## config.mk

```make
export PLATFORM = sky130hd
export DESIGN_NAME = cdoc_top
export DESIGN_NICKNAME = d
export VERILOG_FILES = /design/src/rtl/cdoc_pkg.sv /design/src/rtl/cdoc_div.sv /design/src/rtl/cdoc_top.sv
export VERILOG_INCLUDE_DIRS = /design/src /design/src/rtl
export SDC_FILE = /design/constraint.sdc
export NUM_CORES = 1
export LEC_CHECK = 0
export ABC_AREA = 1
export BUFFER_PORTS_ARGS = -buffer_cell sky130_fd_sc_hd__buf_2
export CORE_ASPECT_RATIO = 0.7
export CORE_MARGIN = 3
export CORE_UTILIZATION = 45
export CTS_CLUSTER_SIZE = 25
export DETAILED_ROUTE_END_ITERATION = 8
export PLACE_DENSITY = 0.71
export SYNTH_ARGS = -nofsm -noshare
export SYNTH_HDL_FRONTEND = slang
export SYNTH_SLANG_ARGS = --single-unit
```

## constraint.sdc

```tcl
create_clock -name clk_i -period 1 [get_ports clk_i]
set_input_delay 0.2 -clock clk_i [delete_from_list [all_inputs] [get_ports clk_i]]
set_output_delay 0.2 -clock clk_i [all_outputs]
set_load 0.1 [all_outputs]
```

## src/rtl/cdoc_defines.svh

```systemverilog
// Register offsets, reset values and timing counts for the clock control
// Overview of operation
// - Doubler register bits 7:3 are ignored
// - Doubler code zero passes undoubled main clock
// - Nonzero code selects low time, 111 longest
// - Doubled clock: main XOR delayed inverted copy
// - Only write strobes use the falling edge
// - Fetch wait states selectable 0, 1, 2, 4
// - Turning doubler off halves processor and peripheral, except when run from 32 kHz
// - Processor alone or both divide by eight
// - Both clocks may run from 32 kHz oscillator
// - Clock pin: clock, clock/2, low, high
// - Status pin: fetch, int ack, low, high
// - Bit 3 forces watchdog pin low
// - Forced low lasts one to two 32k periods
// - Output control bit 2 has no effect
// - Buffer enable: I/O, data memory, low, high
// - Clock select bits 4:2 choose clock sources
// - Doubler with divide by eight nets four
`ifndef CDOC_DEFINES_SVH
`define CDOC_DEFINES_SVH

// Register indices; byte address is four times the index
`define CDOC_IDX_GCS 6'h00
`define CDOC_IDX_OPC 6'h0e
`define CDOC_IDX_CDC 6'h0f
`define CDOC_IDX_PWR 6'h10
`define CDOC_IDX_STAT 6'h11

`define CDOC_RST_GCS 3'h0
`define CDOC_RST_OPC 8'h00
`define CDOC_RST_CDC 3'h0
`define CDOC_RST_PWR 2'h0

// Global clock select field position
`define CDOC_GCS_LSB 2
`define CDOC_GCS_MSB 4

`define CDOC_CLK_NS 8
`define CDOC_LOW_NS_1 8
`define CDOC_LOW_NS_2 10
`define CDOC_LOW_NS_3 2
`define CDOC_LOW_NS_4 4
`define CDOC_LOW_NS_5 6
`define CDOC_LOW_NS_6 18
`define CDOC_LOW_NS_7 20
// Least time rounds up to whole cycles
`define CDOC_NS2CYC(t) (((t) + `CDOC_CLK_NS - 1) / `CDOC_CLK_NS)

`define CDOC_DIV8_HALF 4
`define CDOC_DIV2_HALF 1

`endif

```

## src/rtl/cdoc_pkg.sv

```systemverilog
// Types shared by the clock control design
package cdoc_pkg;

  typedef struct packed {
    logic [1:0] clk_sel;
    logic [1:0] status_sel;
    logic wd_force;
    logic spare;
    logic [1:0] buffer_sel;
  } cdoc_opc_s;

  typedef enum logic [1:0] {
    CDOC_SRC_DIV8,
    CDOC_SRC_MAIN,
    CDOC_SRC_32K
  } cdoc_src_e;

  typedef enum logic [1:0] {
    CDOC_WD_IDLE,
    CDOC_WD_WAIT1,
    CDOC_WD_WAIT2
  } cdoc_wd_e;

endpackage : cdoc_pkg

```

## src/rtl/cdoc_div.sv

```systemverilog
// Tick driven clock divider with level and rising edge outputs
`timescale 1ns/1ns
`default_nettype none
module cdoc_div #(
  parameter int HALF = 1
) (
  input wire logic clk_i,
  input wire logic rst_i,
  input wire logic tick_i,
  output logic clk_o,
  output logic rise_o
);
  logic [3:0] cnt_r;
  wire last = (cnt_r == 4'(HALF - 1));

  always_ff @(posedge clk_i) begin
    if (rst_i) begin
      cnt_r <= 4'h0;
      clk_o <= 1'b0;
      rise_o <= 1'b0;
    end else begin
      rise_o <= tick_i & last & ~clk_o;
      if (tick_i) begin
        cnt_r <= last ? 4'h0 : cnt_r + 4'h1;
        if (last) begin
          clk_o <= ~clk_o;
        end
      end
    end
  end
endmodule : cdoc_div
`default_nettype wire

```

## src/rtl/cdoc_top.sv

```systemverilog
// Clock doubler, clock select and output pin control with Wishbone slave
//
// Chosen here: register access over Wishbone.
`timescale 1ns/1ns
`default_nettype none
`include "cdoc_defines.svh"
module cdoc_top
  import cdoc_pkg::*;
(
  input wire logic clk_i,
  input wire logic rst_i,
  input wire logic wb_cyc_i,
  input wire logic wb_stb_i,
  input wire logic wb_we_i,
  input wire logic [7:0] wb_adr_i,
  input wire logic [3:0] wb_sel_i,
  input wire logic [31:0] wb_dat_i,
  output logic [31:0] wb_dat_o,
  output logic wb_ack_o,
  input wire logic main_osc_i,
  input wire logic osc32k_i,
  input wire logic opcode_fetch_i,
  input wire logic int_ack_i,
  input wire logic ext_io_cycle_i,
  input wire logic data_mem_access_i,
  input wire logic watchdog_in_n_i,
  input wire logic mem_write_req_i,
  input wire logic io_write_req_i,
  output logic proc_clk_o,
  output logic periph_clk_o,
  output logic main_osc_stop_o,
  output logic [2:0] fetch_wait_states_o,
  output logic clk_pin_o,
  output logic status_n_o,
  output logic watchdog_out_n_o,
  output logic bus_buffer_enable_n_o,
  output logic mem_write_n_o,
  output logic io_write_n_o
);

  localparam logic [1:0] LC1 = 2'(`CDOC_NS2CYC(`CDOC_LOW_NS_1));
  localparam logic [1:0] LC2 = 2'(`CDOC_NS2CYC(`CDOC_LOW_NS_2));
  localparam logic [1:0] LC3 = 2'(`CDOC_NS2CYC(`CDOC_LOW_NS_3));
  localparam logic [1:0] LC4 = 2'(`CDOC_NS2CYC(`CDOC_LOW_NS_4));
  localparam logic [1:0] LC5 = 2'(`CDOC_NS2CYC(`CDOC_LOW_NS_5));
  localparam logic [1:0] LC6 = 2'(`CDOC_NS2CYC(`CDOC_LOW_NS_6));
  localparam logic [1:0] LC7 = 2'(`CDOC_NS2CYC(`CDOC_LOW_NS_7));

  // Pin synchronisers; first stages feed only the second
  logic osc_m1_r, osc_m2_r, osc_m3_r;
  logic osc_k1_r, osc_k2_r, osc_k3_r;

  // Software written values and the copies in force
  logic [2:0] gcs_wr_r, gcs_r;
  cdoc_opc_s opc_wr_r, opc_r;
  logic [2:0] cdc_wr_r, cdc_r;
  logic [1:0] pwr_r;
  logic pend_r, wd_pend_r;
  cdoc_wd_e wd_state_r;

  logic ack_r;
  logic [31:0] rdata_r;
  logic fclk_r, fast_tick_r;
  logic [1:0] low_cnt_r;
  logic proc_clk_r, periph_clk_r, proc_tick_r, periph_tick_r;
  logic div8_clk, div8_rise, ph2_clk;

  // Bus decode
  wire wb_req = wb_cyc_i & wb_stb_i & ~ack_r;
  wire wb_wr = wb_req & wb_we_i & wb_sel_i[0];
  wire aligned = (wb_adr_i[1:0] == 2'h0);
  wire hit_gcs = aligned & (wb_adr_i[7:2] == `CDOC_IDX_GCS);
  wire hit_opc = aligned & (wb_adr_i[7:2] == `CDOC_IDX_OPC);
  wire hit_cdc = aligned & (wb_adr_i[7:2] == `CDOC_IDX_CDC);
  wire hit_pwr = aligned & (wb_adr_i[7:2] == `CDOC_IDX_PWR);
  wire hit_stat = aligned & (wb_adr_i[7:2] == `CDOC_IDX_STAT);
  wire wr_gcs = wb_wr & hit_gcs;
  wire wr_opc = wb_wr & hit_opc;
  wire wr_cdc = wb_wr & hit_cdc;
  wire wr_pwr = wb_wr & hit_pwr;
  wire wr_any = wr_gcs | wr_opc | wr_cdc;
  wire [2:0] gcs_field = wb_dat_i[`CDOC_GCS_MSB:`CDOC_GCS_LSB];

  // Status word: live clock state and settings in force
  wire wd_forcing = (wd_state_r != CDOC_WD_IDLE);
  wire [31:0] stat_word = {14'h0000, pwr_r, opc_r,
                           pend_r, wd_forcing, gcs_r, cdc_r};
  wire [31:0] rd_mux = hit_stat ? stat_word : 32'h0000_0000;

  always_ff @(posedge clk_i) begin
    if (rst_i) begin
      ack_r <= 1'b0;
      rdata_r <= 32'h0000_0000;
    end else begin
      ack_r <= wb_req;
      rdata_r <= rd_mux;
    end
  end

  // Edge of either polarity on the main oscillator
  wire main_edge = osc_m2_r ^ osc_m3_r;
  wire k_rise = osc_k2_r & ~osc_k3_r;

  always_ff @(posedge clk_i) begin
    if (rst_i) begin
      osc_m1_r <= 1'b0;
      osc_m2_r <= 1'b0;
      osc_m3_r <= 1'b0;
      osc_k1_r <= 1'b0;
      osc_k2_r <= 1'b0;
      osc_k3_r <= 1'b0;
    end else begin
      osc_m1_r <= main_osc_i;
      osc_m2_r <= osc_m1_r;
      osc_m3_r <= osc_m2_r;
      osc_k1_r <= osc32k_i;
      osc_k2_r <= osc_k1_r;
      osc_k3_r <= osc_k2_r;
    end
  end

  // Low time of the doubled clock per delay code
  logic [1:0] low_cyc;
  always_comb begin
    case (cdc_r)
      3'h1: low_cyc = LC1;
      3'h2: low_cyc = LC2;
      3'h3: low_cyc = LC3;
      3'h4: low_cyc = LC4;
      3'h5: low_cyc = LC5;
      3'h6: low_cyc = LC6;
      3'h7: low_cyc = LC7;
      default: low_cyc = 2'h1;
    endcase
  end

  // With the doubler on, every main edge opens a low gap, giving two pulses per period
  wire dbl_on = (cdc_r != 3'h0);
  wire low_done = (low_cnt_r == 2'h0);
  wire fclk_nxt = !dbl_on ? osc_m3_r :
                  main_edge ? 1'b0 :
                  low_done ? 1'b1 : 1'b0;
  wire [1:0] low_cnt_nxt = main_edge ? 2'(low_cyc - 2'h1) :
                           low_done ? 2'h0 : 2'(low_cnt_r - 2'h1);

  always_ff @(posedge clk_i) begin
    if (rst_i) begin
      fclk_r <= 1'b0;
      fast_tick_r <= 1'b0;
      low_cnt_r <= 2'h0;
    end else begin
      fclk_r <= fclk_nxt;
      fast_tick_r <= fclk_nxt & ~fclk_r;
      low_cnt_r <= low_cnt_nxt;
    end
  end

  // Doubled or plain clock divided by eight; doubled nets four
  cdoc_div #(
    .HALF(`CDOC_DIV8_HALF)
  ) u_div8 (
    .clk_i(clk_i),
    .rst_i(rst_i),
    .tick_i(fast_tick_r),
    .clk_o(div8_clk),
    .rise_o(div8_rise)
  );

  // Clock source per select code; main and divide by eight sources follow fclk
  // so doubler removal halves both clocks unless 32k is selected
  wire proc_32k = gcs_r[2];
  wire per_32k = gcs_r[2];
  wire proc_div8 = (gcs_r[2:1] == 2'b00);
  wire per_div8 = (gcs_r == 3'b000);
  cdoc_src_e proc_src, per_src;
  assign proc_src = proc_32k ? CDOC_SRC_32K :
                    proc_div8 ? CDOC_SRC_DIV8 : CDOC_SRC_MAIN;
  assign per_src = per_32k ? CDOC_SRC_32K :
                   per_div8 ? CDOC_SRC_DIV8 : CDOC_SRC_MAIN;

  logic proc_lvl, proc_rise, per_lvl, per_rise;
  always_comb begin
    case (proc_src)
      CDOC_SRC_32K: begin
        proc_lvl = osc_k2_r;
        proc_rise = k_rise;
      end
      CDOC_SRC_DIV8: begin
        proc_lvl = div8_clk;
        proc_rise = div8_rise;
      end
      default: begin
        proc_lvl = fclk_r;
        proc_rise = fast_tick_r;
      end
    endcase
    case (per_src)
      CDOC_SRC_32K: begin
        per_lvl = osc_k2_r;
        per_rise = k_rise;
      end
      CDOC_SRC_DIV8: begin
        per_lvl = div8_clk;
        per_rise = div8_rise;
      end
      default: begin
        per_lvl = fclk_r;
        per_rise = fast_tick_r;
      end
    endcase
  end

  always_ff @(posedge clk_i) begin
    if (rst_i) begin
      proc_clk_r <= 1'b0;
      periph_clk_r <= 1'b0;
      proc_tick_r <= 1'b0;
      periph_tick_r <= 1'b0;
    end else begin
      proc_clk_r <= proc_lvl;
      periph_clk_r <= per_lvl;
      proc_tick_r <= proc_rise;
      periph_tick_r <= per_rise;
    end
  end

  cdoc_div #(
    .HALF(`CDOC_DIV2_HALF)
  ) u_div2 (
    .clk_i(clk_i),
    .rst_i(rst_i),
    .tick_i(periph_tick_r),
    .clk_o(ph2_clk),
    .rise_o()
  );

  // Clock select, output and doubler writes land in staging registers and take effect on the
  // next processor clock edge; a write in that cycle stays pending
  wire apply = proc_tick_r & pend_r;
  wire pend_nxt = wr_any | (pend_r & ~proc_tick_r);
  wire wd_pend_nxt = (wr_opc & wb_dat_i[3]) |
                     (wd_pend_r & ~proc_tick_r);

  always_ff @(posedge clk_i) begin
    if (rst_i) begin
      gcs_wr_r <= `CDOC_RST_GCS;
      opc_wr_r <= `CDOC_RST_OPC;
      cdc_wr_r <= `CDOC_RST_CDC;
      pwr_r <= `CDOC_RST_PWR;
      pend_r <= 1'b0;
      wd_pend_r <= 1'b0;
    end else begin
      if (wr_gcs) begin
        gcs_wr_r <= gcs_field;
      end
      if (wr_opc) begin
        opc_wr_r <= cdoc_opc_s'(wb_dat_i[7:0]);
      end
      if (wr_cdc) begin
        cdc_wr_r <= wb_dat_i[2:0];
      end
      if (wr_pwr) begin
        pwr_r <= wb_dat_i[1:0];
      end
      pend_r <= pend_nxt;
      wd_pend_r <= wd_pend_nxt;
    end
  end

  always_ff @(posedge clk_i) begin
    if (rst_i) begin
      gcs_r <= `CDOC_RST_GCS;
      opc_r <= `CDOC_RST_OPC;
      cdc_r <= `CDOC_RST_CDC;
    end else if (apply) begin
      gcs_r <= gcs_wr_r;
      opc_r <= opc_wr_r;
      cdc_r <= cdc_wr_r;
    end
  end

  // Forced watchdog low ends on the second 32k rising edge
  wire wd_start = proc_tick_r & wd_pend_r;
  cdoc_wd_e wd_state_nxt;
  always_comb begin
    case (wd_state_r)
      CDOC_WD_IDLE: wd_state_nxt = wd_start ? CDOC_WD_WAIT1 : CDOC_WD_IDLE;
      CDOC_WD_WAIT1: wd_state_nxt = k_rise ? CDOC_WD_WAIT2 : CDOC_WD_WAIT1;
      CDOC_WD_WAIT2: wd_state_nxt = k_rise ? CDOC_WD_IDLE : CDOC_WD_WAIT2;
      default: wd_state_nxt = CDOC_WD_IDLE;
    endcase
  end

  always_ff @(posedge clk_i) begin
    if (rst_i) begin
      wd_state_r <= CDOC_WD_IDLE;
    end else begin
      wd_state_r <= wd_state_nxt;
    end
  end

  // Pin selections; bit 2 of the output control drives no pin
  logic clk_pin_nxt, status_nxt, buffer_nxt;
  always_comb begin
    case (opc_r.clk_sel)
      2'b00: clk_pin_nxt = periph_clk_r;
      2'b01: clk_pin_nxt = ph2_clk;
      2'b10: clk_pin_nxt = 1'b0;
      default: clk_pin_nxt = 1'b1;
    endcase
    case (opc_r.status_sel)
      2'b00: status_nxt = ~opcode_fetch_i;
      2'b01: status_nxt = ~int_ack_i;
      2'b10: status_nxt = 1'b0;
      default: status_nxt = 1'b1;
    endcase
    case (opc_r.buffer_sel)
      2'b00: buffer_nxt = ~ext_io_cycle_i;
      2'b01: buffer_nxt = ~data_mem_access_i;
      2'b10: buffer_nxt = 1'b0;
      default: buffer_nxt = 1'b1;
    endcase
  end

  wire wd_nxt = wd_forcing ? 1'b0 : watchdog_in_n_i;
  // Strobes only in the low phase, as a falling edge timed pulse
  wire mem_wr_nxt = ~(mem_write_req_i & ~proc_lvl);
  wire io_wr_nxt = ~(io_write_req_i & ~proc_lvl);
  logic [2:0] wait_nxt;
  always_comb begin
    case (pwr_r)
      2'b00: wait_nxt = 3'h0;
      2'b01: wait_nxt = 3'h1;
      2'b10: wait_nxt = 3'h2;
      default: wait_nxt = 3'h4;
    endcase
  end

  always_ff @(posedge clk_i) begin
    if (rst_i) begin
      clk_pin_o <= 1'b0;
      status_n_o <= 1'b1;
      watchdog_out_n_o <= 1'b1;
      bus_buffer_enable_n_o <= 1'b1;
      mem_write_n_o <= 1'b1;
      io_write_n_o <= 1'b1;
      fetch_wait_states_o <= 3'h0;
      main_osc_stop_o <= 1'b0;
    end else begin
      clk_pin_o <= clk_pin_nxt;
      status_n_o <= status_nxt;
      watchdog_out_n_o <= wd_nxt;
      bus_buffer_enable_n_o <= buffer_nxt;
      mem_write_n_o <= mem_wr_nxt;
      io_write_n_o <= io_wr_nxt;
      fetch_wait_states_o <= wait_nxt;
      main_osc_stop_o <= gcs_r[2] & gcs_r[0];
    end
  end

  assign wb_ack_o = ack_r;
  assign wb_dat_o = rdata_r;
  assign proc_clk_o = proc_clk_r;
  assign periph_clk_o = periph_clk_r;
endmodule : cdoc_top
`default_nettype wire

```

Word level (Yosys, flattened, before mapping)
Cells that the tools add are included.

word-level totals
  register bits after elaboration = 102
  bits of input ports = 58
  output and inout port bits = 45
  logic and storage cells = 159

cells by class
  $add $sub $neg = 4
  eq/ne operators = 20
  multiplexer cells = 25
  bitwise logic cells = 44
  reduce and logical (&&, ||, !) cells = 19

operators by type and width
  kind                   count
  $and A1 B1 Y1          25
  $logic_not A2 Y1       10
  $eq A2 B2 Y1 const B   7
  $not A1 Y1             14
  $eq A6 B4 Y1 const B   2
  $eq A6 B5 Y1 const B   2
  $mux W2                6
  $eq A2 B1 Y1 const B   5
  $pmux W1 S3            3
  $pmux W3 S3            1
  $add A4 B1 Y4 const B  2
  $mux W4                2
  $pmux W1 S2            4
  $mux W1                7
  $eq A3 B3 Y1 const B   2
  $logic_not A6 Y1       1
  $pmux W2 S3            1
  $eq A4 B2 Y1 const B   1
  $logic_not A4 Y1       1
  $or A1 B1 Y1           4
  $pmux W2 S2            1
  $reduce_and A2 Y1      2
  $reduce_or A2 Y1       2
  $sub A2 B1 Y2 const B  2
  5 further kinds        5

Logic depth before layout (Yosys ltp)
Gate-level depths: netlist of the first run.

  depth in word-level cells = 8
  gate-level depth with buffers = 8
  mapped depth without buffers = 8

Cells and area by module
Synthesis of the first run repeated with hierarchy kept, for this count alone.

unflattened totals
  cells, all modules = 412
  area total of the unflattened synthesis = 3357.0 um^2

modules (own cells, without submodules)
  module             instances  cells each  area each (um^2)  sequential area each (um^2)
  cdoc_top           1          341         2841.5            1541.5
  cdoc_div (u_div2)  1          38          269.0             120.1
  cdoc_div (u_div8)  1          33          246.5             120.1

Least setup slack after synthesis of the first run
Ideal clock, no wire load.

  kind = register to register
  from = register ack_r (netlist: wb_ack_o)
  to = register opc_wr_r[0] in the netlist's numbering
  library setup time = 0.114 ns
  arrival = 1.629 ns
  required time = 0.886 ns
  path slack = -0.743 ns
  stages on the path, launching flop included = 7
  buffers on the path = 0
  period minus slack after synthesis = 1.743 ns
  cells stage by stage = dfxtp_1 -> nand3b_4 -> nor2_8 -> nand2_4 -> clkinv_4 -> nor2_1 -> nor2_1

between the ends
  cells in the longest elaborated chain, start to end = 5

ends and longest elaborated chain
  item                         RTL line         source
  from (decl)                  cdoc_top.sv:61   logic ack_r;
  from (signal assigned)       cdoc_top.sv:95   ack_r <= wb_req;
  $not A1 Y1                   cdoc_top.sv:69   wire wb_req = wb_cyc_i & wb_stb_i & ~ack_r;
  $and A1 B1 Y1                cdoc_top.sv:69
  $and A1 B1 Y1 (2 in series)  cdoc_top.sv:70   wire wb_wr = wb_req & wb_we_i & wb_sel_i[0];
  $and A1 B1 Y1                cdoc_top.sv:78   wire wr_opc = wb_wr & hit_opc;
  to (signal assigned)         cdoc_top.sv:247  opc_wr_r <= `CDOC_RST_OPC;
  to (signal assigned)         cdoc_top.sv:257  opc_wr_r <= cdoc_opc_s'(wb_dat_i[7:0]);
  to (decl)                    cdoc_top.sv:55   cdoc_opc_s opc_wr_r, opc_r;

Every way passes these cells.
A chain may end at the register's enable or synchronous reset.

Worst setup path in the final report of the first run
  from = register ack_r (netlist: wb_ack_o)
  to = register pend_r

between the ends
  cells in the longest elaborated chain, start to end = 8
  elaborated cells between the ends (all ways) = 10
  those cells by class = 10 x bitwise

ends and longest elaborated chain
  item                              RTL line                        source
  $not A1 Y1 (*)                    cdoc_top.sv:69
  $and A1 B1 Y1 (*)                 cdoc_top.sv:69
  $and A1 B1 Y1 (*) (2 in series)   cdoc_top.sv:70
  $and A1 B1 Y1 (on tied branches)  cdoc_top.sv:77, cdoc_top.sv:78
  $or A1 B1 Y1                      cdoc_top.sv:81                  wire wr_any = wr_gcs | wr_opc | wr_cdc;
  $or A1 B1 Y1 (*)                  cdoc_top.sv:81
  $or A1 B1 Y1 (*)                  cdoc_top.sv:240                 wire pend_nxt = wr_any | (pend_r & ~proc_tick_r);
  to (signal assigned)              cdoc_top.sv:265                 pend_r <= pend_nxt;
  to (decl)                         cdoc_top.sv:58                  logic pend_r, wd_pend_r;

Mark *: on every way between the ends. The rest lies on a longest branch, timed or not.

==> results of run 1 <==
[tightest hold or removal path: cells and delay by family]
kind / cells / cell delay (ns)
buffers and inverters: 1 / 0.08
AND/OR/NAND/NOR: 2 / 0.08
[power breakdown]
part | leakage, nW | switching (mW) | internal [mW] | total (mW)
Sequential | 0.730 | 0.0203 | 3.52 | 3.54
Clock | 0.111 | 1.22 | 1.43 | 2.65
Combinational | 1.22 | 0.507 | 0.192 | 0.699
Total | 2.06 | 1.75 | 5.14 | 6.89
[logic make-up (layout without fill, tap and decap cells)]
kind of cell | Yosys count | after routing | share of synthesized area
simple gates | 164 | 164 | 0.2329
flops | 88 | 88 | 0.5323
buf+inv | 71 | 152 | 0.1013
compound gates | 65 | 65 | 0.1104
xor+xnor | 4 | 4 | 0.01059
fa+ha+maj | 3 | 3 | 0.01134
other cells | 1 | 14 | 0.001133
[through the flow]
stage                       util  TNS, ns
after detailed placement  0.6270   -3.812
after floorplan                -   -3.287
after global placement    0.6270   -2.773
after global routing      0.7007   -7.229
after CTS                 0.6755   -5.336
final                     0.7007   -4.680
[cells in the final DEF (no fill, tap or decap), types with 6 or more instances in the layout]
cell	synthesis	final
inv_2	0	6
inv_1	45	37
conb_1	1	14
o21ai_0	18	13
buf_4	14	16
nor2_1	67	64
nor2_2	6	9
o21bai_1	10	10
nand2_2	3	9
buf_12	0	34
a21oi_1	31	28
buf_2	3	30
nand3_1	19	13
dfxtp_2	0	37
nand2_1	50	38
dfxtp_1	88	46
buf_6	1	6
clkbuf_8	0	9
nand2_4	2	6
[per-layer routing]
layer / part of all wire / track usage
met4: 0.017 / 0.06936
met5: 0 / 0
met1: 0.43 / 0.2117
met3: 0.059 / 0.05736
met2: 0.49 / 0.2861
[state kept, by name, indices dropped and copies added, names as in the netlist, 4 cells and up]
register      count
wb_dat_o         18
opc_wr_r          8
u_div8.cnt_r      4
opc_r             8
u_div2.cnt_r      4
[path summary, 6_finish.rpt]
| check | to | start | cells after the start | slack, ns |
|---|---|---|---|---|
| setup / recovery | pend_r$_SDFF_PP0_ | wb_ack_o$_SDFF_PP0_ | 7 | -0.18 |
| hold reg to reg | osc_m2_r$_SDFF_PP0_ | osc_m1_r$_SDFF_PP0_ | 2 | 0.41 |
| hold / removal | watchdog_out_n_o$_SDFF_PP1_ | watchdog_in_n_i | 3 | 0.03 |
| setup reg to reg | pend_r$_SDFF_PP0_ | wb_ack_o$_SDFF_PP0_ | 7 | -0.18 |
[layout make-up]
type | instances | share of cell area
repair buffers | 88 | 0.2134
inverters | 48 | 0.03934
multi-input cells | 250 | 0.3026
well taps | 94 | 0.02417
flip-flops and latches | 88 | 0.3754
clock inverters | 6 | 0.01877
clock buffers | 10 | 0.02623
[what timing repair did]
item,CTS,global route
pin swaps,6,18
buffers inserted,1,2
setup endpoints to repair,58,77
hold buffers,2,0
resized for setup,21,58
hold endpoints to repair,2,0
==> run metrics, run 1 <==
status=finished, violations left; failing checks=negative setup slack; Top Ports=103; register area=1827 sq um; Die Footprint=8436 sq um; DIE WIDTH=108.5 um; hold_ws=0.02896 ns; Vias=2734; WS Path Type=reg -> reg; period utilization=1.178; critical path's top delay family=simple AND/OR/NAND/NOR gates; synth unique cells=33; Yosys top cell area share=0.5323; area grow syn2layout=47.03%; asr flop ratio synth=0; Post-Layout Inst Area=4866 sq um; Crit-path slowest cell=dfxtp_4; area of the multi-input gates=1473 sq um; Final min period=1.178 ns; clock net sink count=88; ys flop type=dfxtp_1; cell type with the largest total area after synthesis=dfxtp_1; vias in the first global route=2600; Initial Utilization=0.4766; share of post-route cells with drive strength above 1=0.4122; Die Y=77.75 um; RSZ-0062 raised after global routing=yes; HP Class=in -> reg; Avg WL per Cell=12.55 um; All-Layer GR Usage=0.1746; worst clock skew=0.01051 ns; first-pass GRT wire length=11590 um; Final setup viols=51; Core Box Area=6944 sq um; initial antenna violation count=0; placed inst area=4354 sq um; Clock Pin Slew Worst Setup and Hold Paths=0.09 ns; EDFF count, synth=0; worst-path fanout max=5; total CTS buffers=9; Max Transition Viols Final=0; num rows=25; Final #Nets=546; placed cells=563; dpl hpwl=5092 um; Max Cap Violations=0; total grt overflow=0; Place WS=-0.1884 ns; clk root buf=clkbuf_8; TritonCTS clock tree=built; PortBufs=61; final hold vios=0; synth top area cells=dfxtp_1 53%, nor2_1 7.6%, nand2_1 5.7%, inv_1 5.1%, a21oi_1 4.7%; drt pass-1 iters=4; CP Capture Type=flop; Mapped Avg Cell Area=8.357 sq um; Fillers=538; vias per cell=4.682; f_max=848.6 MHz; Synth top cells by count=88 x dfxtp_1, 67 x nor2_1, 50 x nand2_1; GP Congestion=0.8645; power after layout=6.887 mW; 1st-iter DRT viols=92; post-synthesis sequential area ratio=0.5323; CP max stage delay=0.35 ns; Mapped Area=3309 sq um; Worst setup SP type=flop; Worst VDD drop=824.7 uV; PD cells=1415 nW/um^2; DRC viols=0; largest net degree at the start of global routing=28; PnR worst setup slack=-0.1785 ns; Max clock buf depth=2; H-tree depth=3; Post-Route WL=7330 um; synthesized instance count=396; crit path cell chain=nand3b_4, nor2_8, buf_12, nand2_8, nand2_2, nor2_1, nor2_1; Leak=2.058 nW; Buf/Inv on CP=1; Worst EP arrival=1.47 ns; n_diodes=0; Final ANT Viol Nets=0; clk_lat worst skew=0.36 ns; Synthesis Warnings=0; FF+latch count, synth=88; Most common cell on crit path=nor2_1; Worst Path Required=1.29 ns; post-route insts no fill=584; most used standard cell by instance count after synthesis=dfxtp_1
No activity file was read; power rests on OpenSTA's default activity.
==> run 2: changes to the inputs <==
- PLACE_DENSITY: 0.71 -> 0.69
- clock period: 1 -> 1.14 ns (I/O delays scaled with it)
==> run 2 against run 1 <==
  * The run still ends with negative setup slack left
  * Sequential power decreased by 12%
  * Count of clock-buffer cells in the layout unchanged
  * Design area decreased by 6.1%
  * Sequential cell count unchanged
  * Via count decreased by 1.4%
  * First-iteration DRC count increased by 23%
  * Wire length decreased by 7.7%
  * Global-route usage about the same
  * Sequential share of layout area increased by 2.0 points
  * Clock power decreased by 27%
  * Non-clock buffer count decreased by 10
  * Hold slack improved by 0.0086 ns
  * Critical path type unchanged
==> run metrics, run 2 (synthesis gave the netlist of run 1 again) <==
WS Path Type=reg -> reg; Clock Pin Slew Worst Setup and Hold Paths=0.09 ns (about the same); max reg flops=18 (unchanged); Worst Path Required=1.39 ns (+0.10 ns); Final min period=1.195 ns (+0.01677 ns); Avg WL per Cell=11.79 um (-6.1%); H-tree depth=3 (unchanged); Vias=2697 (-1.4%); Core Box Area=6944 sq um (unchanged); Post-Route WL=6765 um (-7.7%); clock net sink count=88 (unchanged); Top Ports=103 (unchanged); vias in the first global route=2586 (-0.54%); drt pass-1 iters=4 (unchanged); area grow syn2layout=38.00%; Die Footprint=8436 sq um (unchanged); n_diodes=0 (unchanged); total grt overflow=0 (unchanged); f_max=836.7 MHz (-1.4%); TritonCTS clock tree=built; first-pass GRT wire length=11630 um (+0.29%); initial antenna violation count=0 (unchanged); RSZ-0062 raised after global routing=yes; Logic pwr share=0.104 (+0.003); Die Y=77.75 um (unchanged); status=finished, violations left; dpl hpwl=5104 um (+0.24%); PnR worst setup slack=-0.05523 ns (+0.1232 ns); vias per cell=4.699 (+0.37%); All-Layer GR Usage=0.1743 (-0.0003602); Final #Nets=536 (-1.8%); crit path cell chain=nand3b_4, nor2_8, nand2_8, o21bai_1, nor2_1; GP Congestion=0.8042 (-7.0%); Place WS=-0.1116 ns (+0.07680 ns); P_sw=1.561 mW (-11%); share of post-route cells with drive strength above 1=0.3354 (-0.07683); 1st-iter DRT viols=113 (+23%); Leak=1.913 nW (-7.0%); Clk pwr share=0.343 (-0.041); CP Capture Type=flop; Worst VDD drop=725.2 uV (-12%); clk_lat worst skew=0.35 ns (about the same); Worst setup SP type=flop; num rows=25 (unchanged); Crit-path slowest cell=dfxtp_4; DIE WIDTH=108.5 um (unchanged); Max clock buf depth=2 (unchanged); PortBufs=61 (unchanged); largest net degree at the start of global routing=25 (-11%); Max Cap Violations=0 (unchanged); Max Transition Viols Final=0 (unchanged); hold_ws=0.03751 ns (+0.008553 ns); Final ANT Viol Nets=0 (unchanged); sw frac=0.2773 (+0.02330); register share of total power=0.553 (+0.039); Worst EP arrival=1.44 ns (-0.03 ns); Int Power=4.066 mW (-21%); HP Class=in -> reg; DRC viols=0 (unchanged); PD cells=1232 nW/um^2 (-13%); worst-path fanout max=10 (+5); failing checks=negative setup slack; Initial Utilization=0.4766 (unchanged); CP max stage delay=0.35 ns (about the same); most frequent cells in the layout=65 x nor2_1, 54 x dfxtp_1, 49 x nand2_1; most common cell after layout, fill and taps aside=nor2_1; total CTS buffers=9 (unchanged); clk root buf=clkbuf_8; worst clock skew=0.008401 ns (-0.002112 ns); Final setup viols=15 (-71%); period utilization=1.048 (-0.1300); final hold vios=0 (unchanged); final setup TNS=-0.3584 ns (+4.321 ns)
-- run 2: cell count changes in the layout (fill, tap and decap cells not counted), moves of 4 or more --
| cell | delta |
|---|---|
| inv_1 | +8 |
| dfxtp_1 | +8 |
| nand2_1 | +11 |
| nand2_4 | -4 |
| inv_2 | -6 |
| o21ai_1 | -4 |
| dfxtp_4 | -4 |
| nand2_2 | -6 |
| dfxtp_2 | -4 |
| buf_4 | -4 |
| o21ai_0 | +5 |
-- run 2: final timing paths --
path / slack [ns] / depth (start not counted) / endpoint / startpoint
max reg2reg: -0.06 / 5 / opc_wr_r[4]$_SDFFE_PP0P_ / wb_ack_o$_SDFF_PP0_
max: -0.06 / 5 / opc_wr_r[4]$_SDFFE_PP0P_ / wb_ack_o$_SDFF_PP0_
min: 0.04 / 2 / status_n_o$_SDFF_PP1_ / opcode_fetch_i
min reg2reg: 0.40 / 2 / osc_m2_r$_SDFF_PP0_ / osc_m1_r$_SDFF_PP0_
-- run 2: layer usage --
metal | track usage | part of all wire
met1 | 0.2137 | 0.43
met2 | 0.2830 | 0.49
met3 | 0.06318 | 0.066
met4 | 0.05927 | 0.016
met5 | 0 | 0
-- run 2: power by group through the flow --
stage / logic [mW] / clock network (mW) / registers, mW
floorplan: 0.364 / 0 / 3.26
global placement: 0.566 / 0 / 3.18
detailed placement: 0.574 / 0 / 3.18
CTS: 0.582 / 1.99 / 3.11
global route: 0.616 / 2.12 / 3.12
finish: 0.584 / 1.93 / 3.11
-- run 2: final cells by class --
class	instances	area, sq um
multi-input combinational	250	1343
sequential	88	1807
timing repair buffer	78	934.6
tap	94	117.6
clock inverter	6	51.30
inverter	48	186.4
clock buffer	10	127.6
fill	573	2377
-- run 2: stage by stage --
step,cells,power [mW],cell area [sq um],utilization
CTS,574,5.688,4527,0.6519
floorplan,409,3.623,3369,-
global placement,557,3.748,4253,0.6124
global route,574,5.850,4567,0.6577
detailed placement,557,3.756,4253,0.6124
finish,574,5.627,4567,0.6577
-- run 2: repair_timing --
action	4_1_cts	5_1_grt
gates resized for setup	40	12
hold endpoints to repair	0	0
pin swaps	5	3
hold buffers	0	0
setup buffers	1	0
cloned	0	0
endpoints found under the setup margin	42	40
-- run 2: critical path, delay by kind of cell, from the launching register on --
| kind | cells | cell delay [ns] |
|---|---|---|
| AO/OA/AOI/OAI | 1 | 0.17 |
| flip-flops | 1 | 0.35 |
| AND/OR/NAND/NOR | 4 | 0.58 |
